===== config.mk =====
export PLATFORM = sky130hd
export DESIGN_NAME = lecb_link_engine
export DESIGN_NICKNAME = d
export VERILOG_FILES = /design/src/logic/lecb_pkg.sv /design/src/logic/lecb_link_engine.sv
export VERILOG_INCLUDE_DIRS = /design/src /design/src/logic
export SDC_FILE = /design/constraint.sdc
export NUM_CORES = 1
export LEC_CHECK = 0
export BUFFER_PORTS_ARGS = -buffer_cell sky130_fd_sc_hd__buf_4
export CAP_MARGIN = 20
export CORE_ASPECT_RATIO = 1.1
export CORE_MARGIN = 2
export CORE_UTILIZATION = 62
export CTS_CLUSTER_SIZE = 12
export DETAILED_ROUTE_END_ITERATION = 7
export PLACE_DENSITY = 0.94
export SLEW_MARGIN = 10
export SYNTH_ARGS = -nofsm -noshare
export SYNTH_HDL_FRONTEND = slang
export SYNTH_SLANG_ARGS = --single-unit

===== constraint.sdc =====
create_clock -name mclk -period 3 [get_ports mclk]
set_input_delay 0.15 -clock mclk [delete_from_list [all_inputs] [get_ports mclk]]
set_output_delay 0.15 -clock mclk [all_outputs]
set_load 0.1 [all_outputs]

===== src/logic/lecb_defs.svh =====
// Constants for the link engine command and acknowledgment buffer front end
`ifndef LECB_DEFS_SVH
`define LECB_DEFS_SVH
`define LECB_QUEUE_CMD_MIN 8'h80
`define LECB_CMD_HALT_NOW 8'h01
`define LECB_CMD_DEMODULATOR_TEST 8'h02
`define LECB_CMD_RX_TEST 8'h03
`define LECB_CMD_TX_ZERO_TEST 8'h04
`define LECB_CMD_TX_QUEUE_TEST 8'h05
`define LECB_CMD_PING 8'h06
`define LECB_CMD_RX 8'h08
`define LECB_CMD_TX 8'h09
`define LECB_CMD_TX_CLEAR_CHANNEL 8'h0a
`define LECB_CMD_STOP 8'h0b
`define LECB_CMD_TIMER_EVENT_ONE 8'h21
`define LECB_CMD_TIMER_EVENT_TWO 8'h22
`define LECB_CMD_FLUSH_FIRST 8'h30
`define LECB_CMD_FLUSH_LAST 8'h37
`define LECB_MODE_PROPRIETARY 2'h0
`define LECB_MODE_LOW_ENERGY 2'h1
`define LECB_MODE_RESET 2'h0
`define LECB_LEN_FREE 6'h00
`define LECB_LEN_MAX 6'h20
`define LECB_PAGE_LOW_ENTRIES 3'h7
`define LECB_BUF_STEP 16'h0020
`define LECB_BUF_BASE 16'h6000
`define LECB_QUEUE_WINDOW_BASE 16'h6100
`endif


===== src/logic/lecb_pkg.sv =====
// Types shared by the link engine command and acknowledgment buffer front end
package lecb_pkg;
  typedef enum logic [2:0] {
    LECB_TASK_NONE,
    LECB_TASK_DEMOD_TEST,
    LECB_TASK_RX_TEST,
    LECB_TASK_TX_ZERO_TEST,
    LECB_TASK_TX_QUEUE_TEST,
    LECB_TASK_RX,
    LECB_TASK_TX,
    LECB_TASK_TX_CLEAR_CHANNEL
  } lecb_task_t;
  // Host write of a length register
  typedef struct packed {
    logic valid;
    logic [2:0] entry;
    logic buffer;
    logic [5:0] length;
  } lecb_len_write_t;
  // Pulsed notifications toward the host processor
  typedef struct packed {
    logic transmitComplete;
    logic ackFlushComplete;
    logic engineError;
    logic pingReply;
    logic packetAbort;
  } lecb_irq_t;
endpackage : lecb_pkg


===== src/logic/lecb_link_engine.sv =====
// Link engine command interpreter with per-address acknowledgment buffers
`include "lecb_defs.svh"
`timescale 1ns/100ps
`default_nettype none
module lecb_link_engine
  import lecb_pkg::*;
(
  // Clock and reset
  input wire logic mclk,
  input wire logic rst_n,
  // Engine control register
  input wire logic ctrlWrite,
  input wire logic engineEnableIn,
  input wire logic [1:0] engineModeIn,
  output logic engineEnable,
  output logic [1:0] engineModeSelect,
  // Command register
  input wire logic cmdWrite,
  input wire logic [7:0] cmdData,
  output logic [7:0] commandReg,
  output logic queueCmdValid,
  output logic [7:0] queueCmd,
  // Task state and radio status
  input wire logic autoMode,
  input wire logic packetActive,
  input wire logic taskFinished,
  input wire logic ramLockOneFree,
  output logic [2:0] currentTask,
  output logic taskRunning,
  output logic radioAllowed,
  output logic timerEventOne,
  output logic timerEventTwo,
  output logic stopRequest,
  // Ack payload transmission from the radio
  input wire logic ackTxStart,
  input wire logic ackTxDone,
  input wire logic [2:0] ackTxEntry,
  output logic ackSourceBuffers,
  output logic [15:0] ackBufAddr,
  output logic [2:0] ackBufPage,
  output logic [5:0] ackBufLen,
  // Length register access by host
  input wire lecb_len_write_t lenWrite,
  input wire logic [2:0] lenReadEntry,
  output logic [5:0] lenRead0,
  output logic [5:0] lenRead1,
  output logic nextAckRead,
  output logic payloadSentRead,
  // Interrupt pulses
  output lecb_irq_t irq
);

  // Per-entry buffer state
  logic [5:0] len0 [8];
  logic [5:0] len1 [8];
  logic [7:0] next_ack_buffer;
  logic [7:0] payloadSent;
  // Task and enable history
  lecb_task_t task_q;
  logic prevEnable;
  // Ack in flight
  logic ackBusy;
  logic [2:0] ackEntry;
  // Flush sequencing
  logic flushPending;
  logic [2:0] flushEntry;
  logic flushLocked;

  // Buffer start address inside the page or window for entry and slot
  // Entries pair up on a page; the odd entry takes the upper 64 bytes
  function automatic logic [15:0] buf_addr(input logic [2:0] entry, input logic slot);
    logic [15:0] idx;
    idx = {14'h0000, entry[0], slot};
    buf_addr = `LECB_BUF_BASE + idx * `LECB_BUF_STEP;
  endfunction : buf_addr

  // Page that holds an entry; entries 0 and 1 sit in page 7
  // The queue window alias of entries 0 and 1 needs no decode here
  function automatic logic [2:0] buf_page(input logic [2:0] entry);
    buf_page = (entry[2:1] == 2'h0) ? `LECB_PAGE_LOW_ENTRIES : {1'b0, entry[2:1]};
  endfunction : buf_page

  // Lengths above the buffer size break the host contract; clip so reads stay sane
  function automatic logic [5:0] clip_len(input logic [5:0] len);
    clip_len = (len > `LECB_LEN_MAX) ? `LECB_LEN_MAX : len;
  endfunction : clip_len

  // Engine codes with a defined meaning; every other engine code is an error
  function automatic logic known_code(input logic [7:0] c);
    case (c)
      `LECB_CMD_HALT_NOW, `LECB_CMD_PING, `LECB_CMD_STOP: known_code = 1'b1;
      `LECB_CMD_DEMODULATOR_TEST, `LECB_CMD_RX_TEST: known_code = 1'b1;
      `LECB_CMD_TX_ZERO_TEST, `LECB_CMD_TX_QUEUE_TEST: known_code = 1'b1;
      `LECB_CMD_RX, `LECB_CMD_TX, `LECB_CMD_TX_CLEAR_CHANNEL: known_code = 1'b1;
      `LECB_CMD_TIMER_EVENT_ONE, `LECB_CMD_TIMER_EVENT_TWO: known_code = 1'b1;
      default: known_code = (c >= `LECB_CMD_FLUSH_FIRST) && (c <= `LECB_CMD_FLUSH_LAST);
    endcase
  endfunction : known_code

  // Command decode
  // Decode reads the held register, so a write always lands before it acts
  wire logic enabled = engineEnable;
  wire logic isQueueCmd = cmdData >= `LECB_QUEUE_CMD_MIN;
  wire logic engineTake = (commandReg != 8'h00) && enabled;
  wire logic [7:0] cmd = commandReg;
  wire logic isHalt = cmd == `LECB_CMD_HALT_NOW;
  wire logic isPing = cmd == `LECB_CMD_PING;
  wire logic isStop = cmd == `LECB_CMD_STOP;
  wire logic isEv1 = cmd == `LECB_CMD_TIMER_EVENT_ONE;
  wire logic isEv2 = cmd == `LECB_CMD_TIMER_EVENT_TWO;
  wire logic isFlush = cmd >= `LECB_CMD_FLUSH_FIRST && cmd <= `LECB_CMD_FLUSH_LAST;
  wire logic isTaskCmd = (cmd >= `LECB_CMD_DEMODULATOR_TEST && cmd <= `LECB_CMD_TX_QUEUE_TEST)
    || (cmd >= `LECB_CMD_RX && cmd <= `LECB_CMD_TX_CLEAR_CHANNEL);
  wire logic isUndefined = !known_code(cmd);
  wire logic endNow = engineTake && (isHalt || isUndefined || isTaskCmd);
  // A flush behind an ack on the air for its entry stays in the register
  wire logic flushCmd = engineTake && isFlush;
  wire logic flushWaits = ackBusy && ackEntry == cmd[2:0];
  // Only an ack that was started from the buffers can release one
  wire logic ackRelease = ackBusy && ackTxDone;

  // Task code selected by a starting command
  lecb_task_t next_task;
  always_comb begin
    case (cmd)
      `LECB_CMD_DEMODULATOR_TEST: next_task = LECB_TASK_DEMOD_TEST;
      `LECB_CMD_RX_TEST: next_task = LECB_TASK_RX_TEST;
      `LECB_CMD_TX_ZERO_TEST: next_task = LECB_TASK_TX_ZERO_TEST;
      `LECB_CMD_TX_QUEUE_TEST: next_task = LECB_TASK_TX_QUEUE_TEST;
      `LECB_CMD_RX: next_task = LECB_TASK_RX;
      `LECB_CMD_TX: next_task = LECB_TASK_TX;
      `LECB_CMD_TX_CLEAR_CHANNEL: next_task = LECB_TASK_TX_CLEAR_CHANNEL;
      default: next_task = LECB_TASK_NONE;
    endcase
  end

  // Control register; mode frozen while enabled so a switch needs a disable write first
  // Disable then enable clears engine state through engineReset
  always_ff @(posedge mclk) begin
    if (!rst_n) begin
      engineEnable <= 1'b0;
      engineModeSelect <= `LECB_MODE_RESET;
      prevEnable <= 1'b0;
    end else begin
      prevEnable <= engineEnable;
      if (ctrlWrite) begin
        engineEnable <= engineEnableIn;
        if (!engineEnable) begin
          engineModeSelect <= engineModeIn;
        end
      end
    end
  end

  // Engine state is cleared whenever the enable bit is low
  // Trade-off: lengths and flags are lost on every disable, not only on reset
  wire logic engineReset = !rst_n || !engineEnable;

  // Command register: queue codes pass on, engine codes wait to be taken
  // A new engine write beats the take; the host waits for zero before one
  always_ff @(posedge mclk) begin
    if (!rst_n) begin
      commandReg <= 8'h00;
      queueCmdValid <= 1'b0;
      queueCmd <= 8'h00;
    end else begin
      queueCmdValid <= cmdWrite && isQueueCmd;
      if (cmdWrite && isQueueCmd) begin
        queueCmd <= cmdData;
      end
      if (cmdWrite && !isQueueCmd) begin
        commandReg <= cmdData;
      end else if (engineTake && !(isFlush && (flushPending || flushWaits))) begin
        commandReg <= 8'h00;
      end
    end
  end

  // Task state and pulses toward the radio
  // Stop only asks for an end; the task clears when the radio reports taskFinished
  always_ff @(posedge mclk) begin
    if (engineReset) begin
      task_q <= LECB_TASK_NONE;
      timerEventOne <= 1'b0;
      timerEventTwo <= 1'b0;
      stopRequest <= 1'b0;
    end else begin
      timerEventOne <= engineTake && isEv1;
      timerEventTwo <= engineTake && isEv2;
      stopRequest <= engineTake && isStop;
      if (endNow) begin
        task_q <= next_task;
      end else if (taskFinished) begin
        task_q <= LECB_TASK_NONE;
      end
    end
  end

  // Ack transmission tracking and flush sequencing
  always_ff @(posedge mclk) begin
    if (engineReset) begin
      ackBusy <= 1'b0;
      ackEntry <= 3'h0;
      flushPending <= 1'b0;
      flushEntry <= 3'h0;
      flushLocked <= 1'b0;
    end else begin
      if (ackTxStart && ackSourceBuffers) begin
        ackBusy <= 1'b1;
        ackEntry <= ackTxEntry;
      end else if (ackTxDone) begin
        ackBusy <= 1'b0;
      end
      // Lock outcome is kept from the take, so a later task start cannot alter it
      if (flushCmd && !flushPending && !flushWaits) begin
        flushPending <= 1'b1;
        flushEntry <= cmd[2:0];
        flushLocked <= taskRunning || ramLockOneFree;
      end else if (flushPending) begin
        flushPending <= 1'b0;
      end
    end
  end

  // Interrupt pulses, kept in one register so every field has a single driver
  // Each lasts one cycle; the host must latch it in its own flags
  always_ff @(posedge mclk) begin
    if (engineReset) begin
      irq <= '0;
    end else begin
      irq.transmitComplete <= ackRelease;
      irq.ackFlushComplete <= flushPending;
      irq.engineError <= engineTake && isUndefined;
      irq.pingReply <= engineTake && isPing;
      irq.packetAbort <= endNow && packetActive && task_q != LECB_TASK_NONE;
    end
  end

  // Buffer lengths and flags, one slice per address entry
  // Flush beats release, and release beats a host write on the same entry
  generate
    for (genvar n = 0; n < 8; n++) begin : g_entry
      wire logic hostW = lenWrite.valid && lenWrite.entry == n;
      wire logic flushHit = flushPending && flushEntry == n;
      wire logic relHit = ackRelease && ackEntry == n;
      always_ff @(posedge mclk) begin
        if (engineReset) begin
          len0[n] <= `LECB_LEN_FREE;
          len1[n] <= `LECB_LEN_FREE;
          next_ack_buffer[n] <= 1'b0;
          payloadSent[n] <= 1'b0;
        end else if (flushHit) begin
          len0[n] <= `LECB_LEN_FREE;
          len1[n] <= `LECB_LEN_FREE;
          if (flushLocked) begin
            payloadSent[n] <= 1'b0;
          end
        end else if (relHit) begin
          // Released slot goes free and the other slot is next
          if (next_ack_buffer[n]) begin
            len1[n] <= `LECB_LEN_FREE;
          end else begin
            len0[n] <= `LECB_LEN_FREE;
          end
          next_ack_buffer[n] <= !next_ack_buffer[n];
          payloadSent[n] <= 1'b1;
        end else if (hostW) begin
          // Lengths above the buffer size are clipped, never stored
          if (lenWrite.buffer) begin
            len1[n] <= clip_len(lenWrite.length);
          end else begin
            len0[n] <= clip_len(lenWrite.length);
          end
        end
      end
    end
  endgenerate

  // Ack payload source for the current receive task
  // Receive test counts as a receive task; an ack on the air keeps its entry
  wire logic rxTask = task_q == LECB_TASK_RX || task_q == LECB_TASK_RX_TEST;
  wire logic [2:0] selEntry = ackBusy ? ackEntry : ackTxEntry;
  wire logic selSlot = next_ack_buffer[selEntry];
  wire logic [5:0] selLen = selSlot ? len1[selEntry] : len0[selEntry];

  // Registered outputs toward radio and host
  // Host reads through these registers lag the index by one cycle
  always_ff @(posedge mclk) begin
    if (!rst_n) begin
      currentTask <= 3'h0;
      taskRunning <= 1'b0;
      radioAllowed <= 1'b0;
      ackSourceBuffers <= 1'b0;
      ackBufAddr <= `LECB_BUF_BASE;
      ackBufPage <= 3'h0;
      ackBufLen <= `LECB_LEN_FREE;
      lenRead0 <= `LECB_LEN_FREE;
      lenRead1 <= `LECB_LEN_FREE;
      nextAckRead <= 1'b0;
      payloadSentRead <= 1'b0;
    end else begin
      currentTask <= task_q;
      taskRunning <= task_q != LECB_TASK_NONE;
      radioAllowed <= engineEnable && prevEnable;
      ackSourceBuffers <= engineEnable && rxTask && autoMode;
      ackBufAddr <= buf_addr(selEntry, selSlot);
      ackBufPage <= buf_page(selEntry);
      ackBufLen <= selLen;
      lenRead0 <= len0[lenReadEntry];
      lenRead1 <= len1[lenReadEntry];
      nextAckRead <= next_ack_buffer[lenReadEntry];
      payloadSentRead <= payloadSent[lenReadEntry];
    end
  end

endmodule : lecb_link_engine
`default_nettype wire


==> metrics.md <==
| Metric | Value |
|---|---|
| Outcome | complete, no violations |
| Synth cell types | 62 |
| Synth Warn # | 0 |
| Slew margin rel. | 39.6% |
| Final-stage net count | 946 |
| Drt wl/cell | 23.6 um |
| H-tree depth | 4 |
| Drt pass-1 iters | 8 |
| Period utilisation layout | 89.9% |
| Syn Inst Count | 819 |
| Die area | 15100 sq um |
| Largest net degree at the start of global routing | 39 |
| Grt met3 use | 9.26% |
| CTS tree | built |
| TNS Setup | 0 ns |
| Number of port buffers | 96 |
| Post-layout min period | 2.70 ns |
| Pwr per Cell Area | 569 nW/um^2 |
| Synth Register Bits | 184 |
| Site Rows | 45 |
| Clk root buf | clkbuf_16 |
| Critical path capture point type | register |
| Slew @ Worst Pin | 0.904 ns |
| Synthesis-to-layout area growth | 16.9% |
| Placer Congestion | 0.974 |
| Chip Height | 129 um |
| Layout cells sized above 1 | 19.9% |
| Filler Cell Count | 803 |
| Most frequent CP cell | nand2_1 |
| DRC Markers | 0 |
| DR vias/cell | 6.78 |
| Post-synth ARST share | 0% |
| CP required | 3.12 ns |
| Crit-path max FO | 9 |
| CP max-delay cell | nor4b_1 |
| Drt first-iter violations | 1303 |
| Most frequent cells in the layout | nor2_1, buf_4, edfxtp_1, dfxtp_1, nand2_1 |
| Antenna cells | 0 |
| Sequential cell area fraction in the yosys report | 53.0% |
| GRT Util Overall | 34.7% |
| IO Pins | 111 |
| Initial antenna violation count | 0 |
| # Post-CTS Setup Buffers | 0 |
| Worst-path clk slew | 0.07 ns |
| Setup CP Type | reg2reg |
| P_leak | 3.99 nW |
| Clk sinks | 184 |
| RSZ-0062 raised after global routing | no |
| Global routing usage on met1 | 40.3% |
| Max-slew violation count | 0 |
| Most common cell after layout, fill and taps aside | nor2_1 |
| Later-pin clock latency in the skew report | 0.44 ns |
| Routing usage on met2 | 57.0% |
| Worst Hold Class | in2reg |
| HPWL after DPL | 16800 um |
| GRT busiest layer | met2 |
| Final core occ | 74.2% |
| Clock Skews | 0.00923 ns |
| Vias in the first global route | 7233 |
| Endpoints failing setup | 0 |
| CORE AREA | 13800 sq um |
| Crit path DAT | 2.82 ns |
| Grt ovf | 0 |
| Clock tree buffer depth | 2 |
| Mapped cell area | 8760 sq um |
| Post-route antenna net violation count | 0 |
| Final hold violation count | 0 |
| Routed vias | 7509 |
| Routed Wire Length | 26200 um |
| Max cap viols | 0 |
| CP Cell Sequence | buf_4, nand3_1, or3_1, nor4b_1, nand2_1, nand2_1 |
| FMAX | 0.371 GHz |
| Die W | 117 um |
| Number of synthesized flops with an enable pin | 96 |
| Startpoint Class | register |
| Maximum vdd drop | 0.406 mV |
| Synth Flop Type | edfxtp_1 |
| Synth Area per Inst | 10.7 sq um |
| CTS Buf Count | 17 |
| First-pass GRT wire length | 39800 um |
| Reg-to-reg slack, setup | 0.30 ns |
| Initial Utilization | 63.5% |
| Slowest stage delay, CP | 0.62 ns |
[synthesized netlist by cell type (11+ instances only)]
library cell  instances  area [sq um]
a21oi_1              51           255
a31oi_1              11          68.8
buf_4                18           135
clkbuf_1             29           109
dfxtp_1              88          1760
edfxtp_1             96          2880
mux2i_1              56           561
mux4_2               30           676
nand2_1              66           248
nand2b_1             16           100
nand3_1              17          85.1
nor2_1              159           597
nor3_1               14          70.1
o21ai_0              26           130
o22ai_1              13          81.3
[what timing repair did]
| action | CTS | global route |
|---|---|---|
| hold endpoints to repair | 14 | 0 |
| hold buffers | 13 | 0 |
| resized for setup | 0 | 0 |
[cells by family (layout without fill, tap and decap cells)]
family                    Yosys count  count (layout)  synth area share, %
DFF                               184             184                 53.0
other                               2              14               0.0857
buffers and inverters              66             155                 3.88
and+or+nand+nor                   321             321                 16.3
muxes                              93              93                 15.2
AOI/OAI and AO/OA                 140             140                 10.2
xor gates and xnor gates           13              13                 1.30
[final timing paths]
| check | from | cells after the start | to |
|---|---|---|---|
| worst min-delay path | ackTxEntry[1] | 3 | ackEntry[1] |
| worst max register to register | ackBusy | 6 | len1[4][3] |
| worst max-delay path | ackBusy | 6 | len1[4][3] |
| worst min register to register | queueCmd[0] | 2 | queueCmd[0] |
[metal layers]
metal	wire (um)	vias to the layer above	part of all wire, %
met5	0	-	0
met4	1900	0	7.3
met3	3180	206	12
met2	12500	728	48
met1	8560	3454	33
li1	-	3121	-
[power breakdown]
group	leakage (nW)	switching [mW]	internal [mW]
Combinational	1.83	0.577	0.213
Sequential	1.86	0.0600	2.71
Clock	0.303	0.945	1.32
[registers in the layout, indices dropped and copies added, names as in the netlist, 5 cells and up]
name             count
len0                48
next_ack_buffer      8
irq                  5
commandReg           8
len1                48
lenRead1             6
ackBufLen            6
lenRead0             6
queueCmd             8
payloadSent          8
[layout make-up]
| cell class | instances | area (sq um) | area share (%) |
|---|---|---|---|
| repair buffers | 118 | 918 | 8.97 |
| clock buffers | 27 | 578 | 5.64 |
| clock inverters | 4 | 22.5 | 0.220 |
| multi-input cells | 581 | 3820 | 37.3 |
| well taps | 188 | 235 | 2.30 |
| inverters | 6 | 22.5 | 0.220 |
| flip-flops and latches | 184 | 4640 | 45.3 |
[worst max-delay path, delay by kind of cell (launching register included)]
kind | cells | cell delay, ns
buffers and inverters | 1 | 0.23
DFF | 1 | 0.46
and+or+nand+nor | 5 | 1.68
[through the flow]
stage	setup slack, ns	area, sq um	hold WS [ns]	std cells	total power [mW]
final	0.303	10200	0.0134	1108	5.83
after global routing	0.278	10200	0.0111	1108	5.92
after CTS	0.532	10200	0.00230	1108	5.79
after detailed placement	0.554	9510	0.383	1064	3.57
after global placement	0.738	9510	0.376	1064	3.55
after floorplan	0.325	8810	0.266	831	3.39
Power figures use the tool's default switching activity.
